$ cat src/shared/uamc_cfg.svh
/*
  Offsets, field positions, reset values and counts of the upset, alarm and
  mode control block. Assumes a 32-bit AHB-Lite register window, byte addressed.
*/
`ifndef UAMC_CFG_SVH
`define UAMC_CFG_SVH

// ----------------------------------------------------------------
// Register offsets
// ----------------------------------------------------------------
`define UAMC_OFF_CTRL    8'h00
`define UAMC_OFF_MODE    8'h04
`define UAMC_OFF_ALARM   8'h08
`define UAMC_OFF_STATUS  8'h0C
`define UAMC_OFF_CAL     8'h10

// ----------------------------------------------------------------
// Control fields
// ----------------------------------------------------------------
`define UAMC_CTRL_EN     0
`define UAMC_CTRL_PDA    1
`define UAMC_CTRL_PDB    2
`define UAMC_CTRL_GPD    3
`define UAMC_CTRL_REINIT 4
`define UAMC_CTRL_SWAP   5
`define UAMC_CTRL_SEL_LO 6
`define UAMC_CTRL_SEL_HI 7
`define UAMC_CTRL_CSSEL  8
`define UAMC_CTRL_W      9
`define UAMC_CTRL_RST    9'h000

// ----------------------------------------------------------------
// Mode, alarm and status fields
// ----------------------------------------------------------------
`define UAMC_KM1_LO      8
`define UAMC_KM1_RST     8'h1F
`define UAMC_ALM_CLK     0
`define UAMC_ALM_FIFO    1
`define UAMC_ALM_LANE_LO 16
`define UAMC_LANES       16
`define UAMC_SEL_A       2'h0
`define UAMC_SEL_B       2'h1
`define UAMC_SEL_BOTH    2'h2
`define UAMC_E_FIXED     8'h01
`define UAMC_HSIZE_WORD  3'h2
`define UAMC_HTRANS_IDLE 2'h0
`define UAMC_HTRANS_NSEQ 2'h2

`endif

$ cat src/shared/uamc_pkg.sv
/*
  Types of the upset, alarm and mode control block.
  Assumes uamc_cfg.svh for all figures.
*/
package uamc_pkg;

  // Decoded link mode: r_x4 is bits per clock times four
  typedef struct packed {
    logic       known;
    logic       des;
    logic       enc64;
    logic [4:0] r_x4;
  } uamc_mode_t;

  typedef enum logic [2:0] {
    H_IDLE = 3'b001,
    H_ADDR = 3'b010,
    H_DATA = 3'b100
  } uamc_hstate_t;

endpackage : uamc_pkg

$ cat src/shared/uamc_ahb_if.sv
/*
  AHB-Lite connection between host register sequencer and device control.
  Assumes one master, one slave, shared clock and reset outside.
*/
`timescale 1ns/1ns
interface uamc_ahb_if;
  logic        hsel;
  logic [31:0] haddr;
  logic [1:0]  htrans;
  logic        hwrite;
  logic [2:0]  hsize;
  logic [31:0] hwdata;
  logic [31:0] hrdata;
  logic        hready;
  logic        hresp;

  modport master (output hsel, haddr, htrans, hwrite, hsize, hwdata,
                  input  hrdata, hready, hresp);
  modport slave  (input  hsel, haddr, htrans, hwrite, hsize, hwdata,
                  output hrdata, hready, hresp);
endinterface : uamc_ahb_if

$ cat src/hw/uamc_dev.sv
/*
  Device end: alarm detection, sticky alarm registers, input mux and
  link mode decode, as an AHB-Lite slave with zero wait states.
  Assumes channel clock phases, lane FIFO flags and the power-down pin
  arrive asynchronously; the receiver consumes the link outputs.
*/
`timescale 1ns/1ns
`include "uamc_cfg.svh"
module uamc_dev (
  input  wire logic                    REF_CLK_I,
  input  wire logic                    RST_I,
  uamc_ahb_if.slave                    BUS,
  input  wire logic                    CHAN_A_CLK_PHASE_I,
  input  wire logic                    CHAN_B_CLK_PHASE_I,
  input  wire logic [`UAMC_LANES-1:0]  LANE_FIFO_OVF_I,
  input  wire logic [`UAMC_LANES-1:0]  LANE_FIFO_UNF_I,
  input  wire logic                    POWER_DOWN_PIN_I,
  output logic                         CAL_STATUS_PIN_O,
  output logic                         LINK_RESET_O,
  output logic                         SERDES_POWER_DOWN_O,
  output logic                         LINK_CLK_GATE_O,
  output logic                         INTERLEAVE_O,
  output logic                         DUAL_INPUT_IL_O,
  output logic                         CHAN_A_SRC_O,
  output logic                         CHAN_B_SRC_O,
  output logic                         CHAN_A_PD_O,
  output logic                         CHAN_B_PD_O,
  output logic [4:0]                   BITS_PER_CLK_X4_O,
  output logic                         ENC_64B66B_O,
  output logic                         ILAS_EN_O,
  output logic [8:0]                   FRAMES_PER_MF_O,
  output logic [7:0]                   MB_PER_EMB_O
);

  // ----------------------------------------------------------------
  // Input synchronisers
  // ----------------------------------------------------------------
  localparam int SW = 3 + 2 * `UAMC_LANES;
  logic [SW-1:0] sy1;
  logic [SW-1:0] sy2;
  always_ff @(posedge REF_CLK_I) begin
    if (RST_I) begin
      sy1 <= '0;
      sy2 <= '0;
    end else begin
      sy1 <= {POWER_DOWN_PIN_I, CHAN_A_CLK_PHASE_I, CHAN_B_CLK_PHASE_I,
              LANE_FIFO_OVF_I, LANE_FIFO_UNF_I};
      sy2 <= sy1;
    end
  end
  wire                   pin_pd = sy2[SW-1];
  wire                   ph_a   = sy2[SW-2];
  wire                   ph_b   = sy2[SW-3];
  wire [`UAMC_LANES-1:0] lane_ev = sy2[2*`UAMC_LANES-1:`UAMC_LANES] | sy2[`UAMC_LANES-1:0];

  // ----------------------------------------------------------------
  // Register state
  // ----------------------------------------------------------------
  logic [`UAMC_CTRL_W-1:0] ctrl;
  logic [4:0]              mode_code;
  logic [7:0]              km1;
  logic [1:0]              sel_eff;
  logic                    swap_eff;
  logic                    clock_upset_alarm;
  logic                    fifo_upset_alarm;
  logic [`UAMC_LANES-1:0]  lane_alm;
  logic                    gpd_q;
  logic                    wr_pend;
  logic [7:0]              wr_addr;

  function automatic uamc_pkg::uamc_mode_t dec(input logic [4:0] c);
    uamc_pkg::uamc_mode_t m;
    m = '0;
    m.known = 1'b1;
    unique case (c)
      5'h00: begin m.des = 1'b1; m.r_x4 = 5'h10; end
      5'h01: begin m.des = 1'b1; m.r_x4 = 5'h08; end
      5'h02: m.r_x4 = 5'h10;
      5'h03: m.r_x4 = 5'h08;
      5'h05: begin m.des = 1'b1; m.r_x4 = 5'h0A; end
      5'h06: begin m.des = 1'b1; m.r_x4 = 5'h05; end
      default: m.known = 1'b0;
    endcase
    return m;
  endfunction : dec

  uamc_pkg::uamc_mode_t md;
  assign md = dec(mode_code);

  wire gpd_now  = ctrl[`UAMC_CTRL_GPD] | pin_pd;
  wire both_on  = ~ctrl[`UAMC_CTRL_PDA] & ~ctrl[`UAMC_CTRL_PDB] & ~gpd_now;
  wire clk_diff = both_on & (ph_a != ph_b);
  wire pd_exit  = gpd_q & ~gpd_now;

  function automatic logic [31:0] rd(input logic [7:0] a);
    logic [31:0] v;
    v = '0;
    unique case (a)
      `UAMC_OFF_CTRL:   v[`UAMC_CTRL_W-1:0] = ctrl;
      `UAMC_OFF_MODE:   v = {16'h0000, km1, 3'h0, mode_code};
      `UAMC_OFF_ALARM:  v = {lane_alm, 14'h0000, fifo_upset_alarm, clock_upset_alarm};
      `UAMC_OFF_STATUS: v = {19'h00000, BITS_PER_CLK_X4_O, 3'h0, md.known,
                             LINK_RESET_O, ILAS_EN_O, ENC_64B66B_O, INTERLEAVE_O};
      default:          v = '0;
    endcase
    return v;
  endfunction : rd

  // ----------------------------------------------------------------
  // AHB-Lite slave: zero wait, always OKAY, read data staged at address phase
  // ----------------------------------------------------------------
  wire take = BUS.hsel & BUS.htrans[1] & BUS.hready;
  always_ff @(posedge REF_CLK_I) begin
    if (RST_I) begin
      wr_pend    <= 1'b0;
      wr_addr    <= 8'h00;
      BUS.hrdata <= 32'h00000000;
      BUS.hready <= 1'b1;
      BUS.hresp  <= 1'b0;
    end else begin
      wr_pend    <= take & BUS.hwrite;
      wr_addr    <= BUS.haddr[7:0];
      BUS.hready <= 1'b1;
      BUS.hresp  <= 1'b0;
      if (take & ~BUS.hwrite) begin
        BUS.hrdata <= rd(BUS.haddr[7:0]);
      end
    end
  end
  wire w_ctrl  = wr_pend & (wr_addr == `UAMC_OFF_CTRL);
  wire w_mode  = wr_pend & (wr_addr == `UAMC_OFF_MODE);
  wire w_alarm = wr_pend & (wr_addr == `UAMC_OFF_ALARM);
  wire w_cal   = wr_pend & (wr_addr == `UAMC_OFF_CAL) & BUS.hwdata[0];

  // ----------------------------------------------------------------
  // Configuration registers
  // ----------------------------------------------------------------
  always_ff @(posedge REF_CLK_I) begin
    if (RST_I) begin
      ctrl      <= `UAMC_CTRL_RST;
      mode_code <= 5'h00;
      km1       <= `UAMC_KM1_RST;
    end else begin
      if (w_ctrl) begin
        ctrl <= BUS.hwdata[`UAMC_CTRL_W-1:0];
      end
      if (w_mode) begin
        mode_code <= BUS.hwdata[4:0];
        km1       <= BUS.hwdata[`UAMC_KM1_LO+7:`UAMC_KM1_LO];
      end
    end
  end

  // New input selection only takes hold on a calibration strobe
  always_ff @(posedge REF_CLK_I) begin
    if (RST_I) begin
      sel_eff  <= `UAMC_SEL_A;
      swap_eff <= 1'b0;
    end else if (w_cal) begin
      sel_eff  <= ctrl[`UAMC_CTRL_SEL_HI:`UAMC_CTRL_SEL_LO];
      swap_eff <= ctrl[`UAMC_CTRL_SWAP];
    end
  end

  // ----------------------------------------------------------------
  // Sticky alarms: set wins over a clearing write
  // ----------------------------------------------------------------
  always_ff @(posedge REF_CLK_I) begin
    if (RST_I) begin
      gpd_q    <= 1'b0;
      clock_upset_alarm  <= 1'b0;
      fifo_upset_alarm <= 1'b0;
      lane_alm <= '0;
    end else begin
      gpd_q    <= gpd_now;
      clock_upset_alarm  <= (clock_upset_alarm & ~(w_alarm & BUS.hwdata[`UAMC_ALM_CLK]))
                  | clk_diff | pd_exit;
      fifo_upset_alarm <= (fifo_upset_alarm & ~(w_alarm & BUS.hwdata[`UAMC_ALM_FIFO]))
                  | (|lane_ev);
      lane_alm <= (lane_alm & ~({`UAMC_LANES{w_alarm}}
                  & BUS.hwdata[`UAMC_ALM_LANE_LO+`UAMC_LANES-1:`UAMC_ALM_LANE_LO]))
                  | lane_ev;
    end
  end

  // ----------------------------------------------------------------
  // Link control: reinit holds reset for as long as a lane keeps failing
  // ----------------------------------------------------------------
  always_ff @(posedge REF_CLK_I) begin
    if (RST_I) begin
      LINK_RESET_O        <= 1'b1;
      SERDES_POWER_DOWN_O <= 1'b1;
      LINK_CLK_GATE_O     <= 1'b1;
      CAL_STATUS_PIN_O    <= 1'b0;
    end else begin
      LINK_RESET_O        <= ~ctrl[`UAMC_CTRL_EN]
                             | (ctrl[`UAMC_CTRL_REINIT] & (|lane_ev));
      SERDES_POWER_DOWN_O <= ~ctrl[`UAMC_CTRL_EN];
      LINK_CLK_GATE_O     <= ~ctrl[`UAMC_CTRL_EN];
      CAL_STATUS_PIN_O    <= ctrl[`UAMC_CTRL_CSSEL] & clock_upset_alarm;
    end
  end

  // ----------------------------------------------------------------
  // Transport parameters derived from the link mode code
  // ----------------------------------------------------------------
  always_ff @(posedge REF_CLK_I) begin
    if (RST_I) begin
      INTERLEAVE_O      <= 1'b0;
      BITS_PER_CLK_X4_O <= 5'h00;
      ENC_64B66B_O      <= 1'b0;
      ILAS_EN_O         <= 1'b0;
      FRAMES_PER_MF_O   <= 9'h000;
      MB_PER_EMB_O      <= `UAMC_E_FIXED;
    end else begin
      INTERLEAVE_O      <= md.des;
      BITS_PER_CLK_X4_O <= md.r_x4;
      ENC_64B66B_O      <= md.enc64;
      ILAS_EN_O         <= ~md.enc64;
      FRAMES_PER_MF_O   <= md.enc64 ? 9'h000 : ({1'b0, km1} + 9'h001);
      MB_PER_EMB_O      <= `UAMC_E_FIXED;
    end
  end

  // ----------------------------------------------------------------
  // Channel routing and power: source 0 is input A, 1 is input B
  // ----------------------------------------------------------------
  always_ff @(posedge REF_CLK_I) begin
    if (RST_I) begin
      CHAN_A_SRC_O    <= 1'b0;
      CHAN_B_SRC_O    <= 1'b1;
      DUAL_INPUT_IL_O <= 1'b0;
      CHAN_A_PD_O     <= 1'b1;
      CHAN_B_PD_O     <= 1'b1;
    end else if (md.des) begin
      // Interleaving needs both halves, so the per-channel power-down bits are ignored here
      CHAN_A_PD_O     <= gpd_now;
      CHAN_B_PD_O     <= gpd_now;
      DUAL_INPUT_IL_O <= (sel_eff == `UAMC_SEL_BOTH);
      CHAN_A_SRC_O    <= (sel_eff == `UAMC_SEL_B);
      CHAN_B_SRC_O    <= (sel_eff != `UAMC_SEL_A);
    end else begin
      CHAN_A_PD_O     <= gpd_now | ctrl[`UAMC_CTRL_PDA];
      CHAN_B_PD_O     <= gpd_now | ctrl[`UAMC_CTRL_PDB];
      DUAL_INPUT_IL_O <= 1'b0;
      CHAN_A_SRC_O    <= swap_eff;
      CHAN_B_SRC_O    <= ~swap_eff;
    end
  end

endmodule : uamc_dev

$ cat src/flat_wrapper.sv
// flat-port wrapper written by rule: the top's interface ports become plain ports
module uamc_dev_flat 
  (REF_CLK_I, RST_I, CHAN_A_CLK_PHASE_I, CHAN_B_CLK_PHASE_I, LANE_FIFO_OVF_I, LANE_FIFO_UNF_I, POWER_DOWN_PIN_I, CAL_STATUS_PIN_O, LINK_RESET_O, SERDES_POWER_DOWN_O, LINK_CLK_GATE_O, INTERLEAVE_O, DUAL_INPUT_IL_O, CHAN_A_SRC_O, CHAN_B_SRC_O, CHAN_A_PD_O, CHAN_B_PD_O, BITS_PER_CLK_X4_O, ENC_64B66B_O, ILAS_EN_O, FRAMES_PER_MF_O, MB_PER_EMB_O, BUS_hsel, BUS_haddr, BUS_htrans, BUS_hwrite, BUS_hsize, BUS_hwdata, BUS_hrdata, BUS_hready, BUS_hresp);
  uamc_ahb_if BUS_i ();
  input  wire logic REF_CLK_I;
  input  wire logic RST_I;
  input  wire logic CHAN_A_CLK_PHASE_I;
  input  wire logic CHAN_B_CLK_PHASE_I;
  input  wire logic [`UAMC_LANES-1:0] LANE_FIFO_OVF_I;
  input  wire logic [`UAMC_LANES-1:0] LANE_FIFO_UNF_I;
  input  wire logic POWER_DOWN_PIN_I;
  output logic CAL_STATUS_PIN_O;
  output logic LINK_RESET_O;
  output logic SERDES_POWER_DOWN_O;
  output logic LINK_CLK_GATE_O;
  output logic INTERLEAVE_O;
  output logic DUAL_INPUT_IL_O;
  output logic CHAN_A_SRC_O;
  output logic CHAN_B_SRC_O;
  output logic CHAN_A_PD_O;
  output logic CHAN_B_PD_O;
  output logic [4:0] BITS_PER_CLK_X4_O;
  output logic ENC_64B66B_O;
  output logic ILAS_EN_O;
  output logic [8:0] FRAMES_PER_MF_O;
  output logic [7:0] MB_PER_EMB_O;
  input wire logic [$bits(BUS_i.hsel)-1:0] BUS_hsel;
  input wire logic [$bits(BUS_i.haddr)-1:0] BUS_haddr;
  input wire logic [$bits(BUS_i.htrans)-1:0] BUS_htrans;
  input wire logic [$bits(BUS_i.hwrite)-1:0] BUS_hwrite;
  input wire logic [$bits(BUS_i.hsize)-1:0] BUS_hsize;
  input wire logic [$bits(BUS_i.hwdata)-1:0] BUS_hwdata;
  output wire logic [$bits(BUS_i.hrdata)-1:0] BUS_hrdata;
  output wire logic [$bits(BUS_i.hready)-1:0] BUS_hready;
  output wire logic [$bits(BUS_i.hresp)-1:0] BUS_hresp;
  assign BUS_i.hsel = BUS_hsel;
  assign BUS_i.haddr = BUS_haddr;
  assign BUS_i.htrans = BUS_htrans;
  assign BUS_i.hwrite = BUS_hwrite;
  assign BUS_i.hsize = BUS_hsize;
  assign BUS_i.hwdata = BUS_hwdata;
  assign BUS_hrdata = BUS_i.hrdata;
  assign BUS_hready = BUS_i.hready;
  assign BUS_hresp = BUS_i.hresp;
  uamc_dev u_core (.REF_CLK_I(REF_CLK_I), .RST_I(RST_I), .BUS(BUS_i), .CHAN_A_CLK_PHASE_I(CHAN_A_CLK_PHASE_I), .CHAN_B_CLK_PHASE_I(CHAN_B_CLK_PHASE_I), .LANE_FIFO_OVF_I(LANE_FIFO_OVF_I), .LANE_FIFO_UNF_I(LANE_FIFO_UNF_I), .POWER_DOWN_PIN_I(POWER_DOWN_PIN_I), .CAL_STATUS_PIN_O(CAL_STATUS_PIN_O), .LINK_RESET_O(LINK_RESET_O), .SERDES_POWER_DOWN_O(SERDES_POWER_DOWN_O), .LINK_CLK_GATE_O(LINK_CLK_GATE_O), .INTERLEAVE_O(INTERLEAVE_O), .DUAL_INPUT_IL_O(DUAL_INPUT_IL_O), .CHAN_A_SRC_O(CHAN_A_SRC_O), .CHAN_B_SRC_O(CHAN_B_SRC_O), .CHAN_A_PD_O(CHAN_A_PD_O), .CHAN_B_PD_O(CHAN_B_PD_O), .BITS_PER_CLK_X4_O(BITS_PER_CLK_X4_O), .ENC_64B66B_O(ENC_64B66B_O), .ILAS_EN_O(ILAS_EN_O), .FRAMES_PER_MF_O(FRAMES_PER_MF_O), .MB_PER_EMB_O(MB_PER_EMB_O));
endmodule
$ cat config.mk
export PLATFORM = sky130hd
export DESIGN_NAME = uamc_dev_flat
export DESIGN_NICKNAME = d
export VERILOG_FILES = /design/src/shared/uamc_pkg.sv /design/src/shared/uamc_ahb_if.sv /design/src/hw/uamc_dev.sv /design/src/flat_wrapper.sv
export VERILOG_INCLUDE_DIRS = /design/src /design/src/shared
export SDC_FILE = /design/constraint.sdc
export NUM_CORES = 1
export LEC_CHECK = 0
export BUFFER_PORTS_ARGS = -buffer_cell sky130_fd_sc_hd__clkbuf_2
export CAP_MARGIN = 20
export CELL_PAD_IN_SITES_DETAIL_PLACEMENT = 2
export CELL_PAD_IN_SITES_GLOBAL_PLACEMENT = 2
export CORE_MARGIN = 2
export CORE_UTILIZATION = 34
export CTS_CLUSTER_DIAMETER = 200
export CTS_CLUSTER_SIZE = 24
export DETAILED_ROUTE_END_ITERATION = 6
export GPL_TIMING_DRIVEN = 1
export PLACE_DENSITY_LB_ADDON = 0.1
export SETUP_SLACK_MARGIN = 0.5
export SLEW_MARGIN = 20
export SYNTH_ARGS = -nofsm -noshare
export SYNTH_HDL_FRONTEND = slang
export SYNTH_SLANG_ARGS = --single-unit
$ cat constraint.sdc
create_clock -name REF_CLK_I -period 2.92 [get_ports REF_CLK_I]
set_input_delay 0.146 -clock REF_CLK_I [delete_from_list [all_inputs] [get_ports REF_CLK_I]]
set_output_delay 0.146 -clock REF_CLK_I [all_outputs]
set_load 0.03 [all_outputs]
==> run summary <==
For the peak supply drop, the log shows 0.419 mV. The clock insertion delay at the later pin of the skew report is 0.44 ns. The maximum fanout count along the critical path is 16.

The most used flip-flop cell after synthesis is dfxtp_1. The die covers 19100 sq um. STA classifies the critical path endpoint as a flop. Setup repair after global routing left no endpoint under its margin. After clock tree synthesis, the clock-pin slew on the worst setup and hold paths is 0.07 ns. The tools report the max-capacitance violation count as 0.

The detailed-router iteration count before antenna repair came out at 4. The post-synthesis async set-or-reset flop share is 0, and the number of filler cells placed in the layout is 1915. The first global-routing pass estimated 29300 microns of wire. Counting flops and latches in the post-synthesis netlist gives 178. Dividing total power by cell area gives a power density of 634 nW/um^2. The detailed-route via count was 4918.

The deepest clock path buffer count came out at 2. The worst hold path class was input port to flop. The post-detailed-route count of antenna-violating nets came out at 0.

The post-synthesis instance area came out at 6120 sq um. Derived from the worst setup path, the maximum achievable clock frequency is 502 MHz. For the total inserted antenna cells, the log shows 0.

The library cell used most frequently in the layout, excluding fill and tap cells, is dfxtp_1. The floorplan has 49 rows. In the routed design, unresolved DRC markers number 0. TritonCTS built the clock tree.

H-tree depth: 4. Relative to the synthesized area, the layout overhead comes to 34.1%. The fraction of layout cells with a size suffix above 1 was 0.232; the mean instance size in the synthesized netlist was 10.3 sq um.

The run gives 0.766 as the placer congestion estimate. Final critical-path required period: 1.99 ns. Post-synthesis cell type count: 47. Setup total negative slack on the finished layout was measured at 0 ns.

The number of CTS-inserted buffers is 17. During placement, the flow inserted port buffers numbering 136. The final standard cell area without fillers is 8200 sq um. Final net count: 893.

The per-cell routed wire length works out to 17.8 microns. Summed over all nets, the half-perimeter wirelength after detailed placement is 11600 microns. The tools report the initial antenna violation count as 0. The run finished with clean final reports. The tools report the clock root buffer as clkbuf_16.

After detailed routing, the total wire length is 18200 microns. The width of the chip came out at 138 microns. The number of global-route vias before repair is 5491. For the data arrival time of the critical path, the log shows 2.36 ns.

Synthesis produced 592 cells. Yosys mapped a number of flops with a built-in enable equal to 0. The synthesis warning total came out at 0. In the routed layout, each cell is associated on average with a via count of 4.79. The analysis attributes to cell leakage a power of 3.61 nW. The top cell types in the final layout, fill and taps aside, are 178 x dfxtp_1, 135 x clkbuf_2, 83 x nor2b_1. The category of the most critical setup path was input port to flop.

For this design the top-level I/O count stands at 176. The total count of max-transition violations in the final report is 0, and the placeable core region is 17800 sq um. The number of hold violations in the final report is 0. Entering global routing, the biggest net connects 76 pins.

After detailed placement, the total cell area comes to 6880 sq um. STA puts the critical path data required time at 3.28 ns. The worst clock skew on the final layout was 0.00870 ns; the worst max-slew margin expressed relative to the limit was 0.487. The total overflow left after global routing is 0. The final setup violation count was 0. The kind of start point of the critical path is an input port. The share of the yosys chip area belonging to registers was 0.583; the portion of the clock cycle consumed by the worst path in the final layout was 0.683. The total global routing track utilization was 0.198; the DRC marker count from the first detailed-route iteration was 115. The initial standard-cell utilization of the core was 0.344. For the pin with the worst max-slew slack, the measured transition is 0.769 ns.

CTS saw 178 sinks. The tools report the post-cts resize count as 0. Die outline height: 138 microns.
synthesized netlist by cell type, types with 2 or more instances:
cell / count / share of area
nand3_1: 10 / 0.0082
buf_4: 16 / 0.020
o21ai_0: 5 / 0.0041
nand2_1: 30 / 0.018
mux2i_1: 26 / 0.043
mux2_2: 7 / 0.013
buf_1: 3 / 0.0018
a22o_1: 3 / 0.0043
conb_1: 2 / 0.0012
a21o_1: 3 / 0.0037
buf_2: 7 / 0.0057
xor2_1: 4 / 0.0057
nor2b_1: 83 / 0.085
xnor2_1: 3 / 0.0043
nor4b_1: 2 / 0.0029
clkbuf_1: 21 / 0.013
a21oi_1: 22 / 0.018
nor4_1: 2 / 0.0020
buf_6: 3 / 0.0055
and4_1: 3 / 0.0043
dfxtp_1: 178 / 0.58
inv_1: 4 / 0.0025
a22oi_1: 16 / 0.020
or3_1: 3 / 0.0031
nor2_1: 66 / 0.041
a311oi_1: 16 / 0.023
nor3_1: 18 / 0.015
nand4_1: 16 / 0.016
o2bb2ai_1: 2 / 0.0029
flip-flops by register name, summed over array words and instances, names as in the netlist, 2 cells and up:
signal and flops:
u_core.BUS.hrdata 32, u_core.km1 8, u_core.sy2 35, u_core.sel_eff 2
u_core.wr_addr 8, u_core.lane_alm 16, u_core.ctrl 9, u_core.mode_code 5
u_core.FRAMES_PER_MF_O 9, u_core.sy1 35, u_core.BITS_PER_CLK_X4_O 4
worst max-delay path, stage by stage:
cell           delay (ns)
dlygate4sd3_1        0.56
clkbuf_2             0.13
nor4_1               0.40
and4_1               0.75
a22oi_1              0.19
nor2_1               0.17
cells by family after synthesis:
family / share of synthesized area
multiplexers: 0.0591
other: 0.00123
buffers and inverters: 0.0481
adder cells (fa/ha/maj): 0.00205
XOR/XNOR: 0.0100
AND/OR/NAND/NOR: 0.214
flip-flops: 0.583
AO/OA/AOI/OAI: 0.0824
report_power, final:
group	leakage, nW	internal (W)	switching [W]
clock network	0.290	0.00122	0.00107
registers	1.46	0.00251	0.0000390
logic	1.86	0.000178	0.000187
total	3.61	0.00390	0.00130
stage by stage:
stage                     total power, W   util  instances  worst slack [ns]  hold WS (ns)
after global placement           0.00287  0.387        921              1.03         0.347
after detailed placement         0.00288  0.387        921             0.997         0.356
after CTS                        0.00527  0.461       1026             0.911       0.00599
after floorplan                  0.00277      -        601              1.53         0.261
after global routing             0.00541  0.461       1026             0.780        0.0448
final                            0.00520  0.461       1026             0.926        0.0152
worst paths after layout:
| kind | from | to | slack [ns] | depth (start not counted) |
|---|---|---|---|---|
| hold reg to reg | u_core.sy1[10]$_SDFF_PP0_ | u_core.sy2[10]$_SDFF_PP0_ | 0.44 | 1 |
| setup reg to reg | u_core.wr_addr[5]$_SDFF_PP0_ | u_core.fifo_upset_alarm$_SDFF_PP0_ | 1.01 | 5 |
| hold / removal | BUS_hwdata[1] | u_core.ctrl[1]$_SDFFE_PP0P_ | 0.02 | 3 |
| setup / recovery | BUS_haddr[6] | u_core.BUS.hrdata[29]$_SDFFE_PP0P_ | 0.93 | 6 |
repair_timing:
item                                   4_1_cts  5_1_grt
endpoints found under the hold margin       75        0
buffers inserted                             0        0
hold buffers                                73        0
per-layer routing:
layer | track usage | share of wire
met5 | 0 | 0
met3 | 0.0433 | 0.033
met1 | 0.230 | 0.43
met4 | 0.0709 | 0.017
met2 | 0.358 | 0.52
final cells by class:
class	instances	area, sq um	share of cell area
Tap cell	229	287	0.0349
Inverter	4	15.0	0.00183
Clock inverter	15	165	0.0201
Clock buffer	17	425	0.0519
Timing Repair Buffer	214	1450	0.177
Sequential cell	178	3560	0.435
Multi-Input combinational cell	369	2290	0.280
Note: power is estimated with default switching activity, not from simulation.
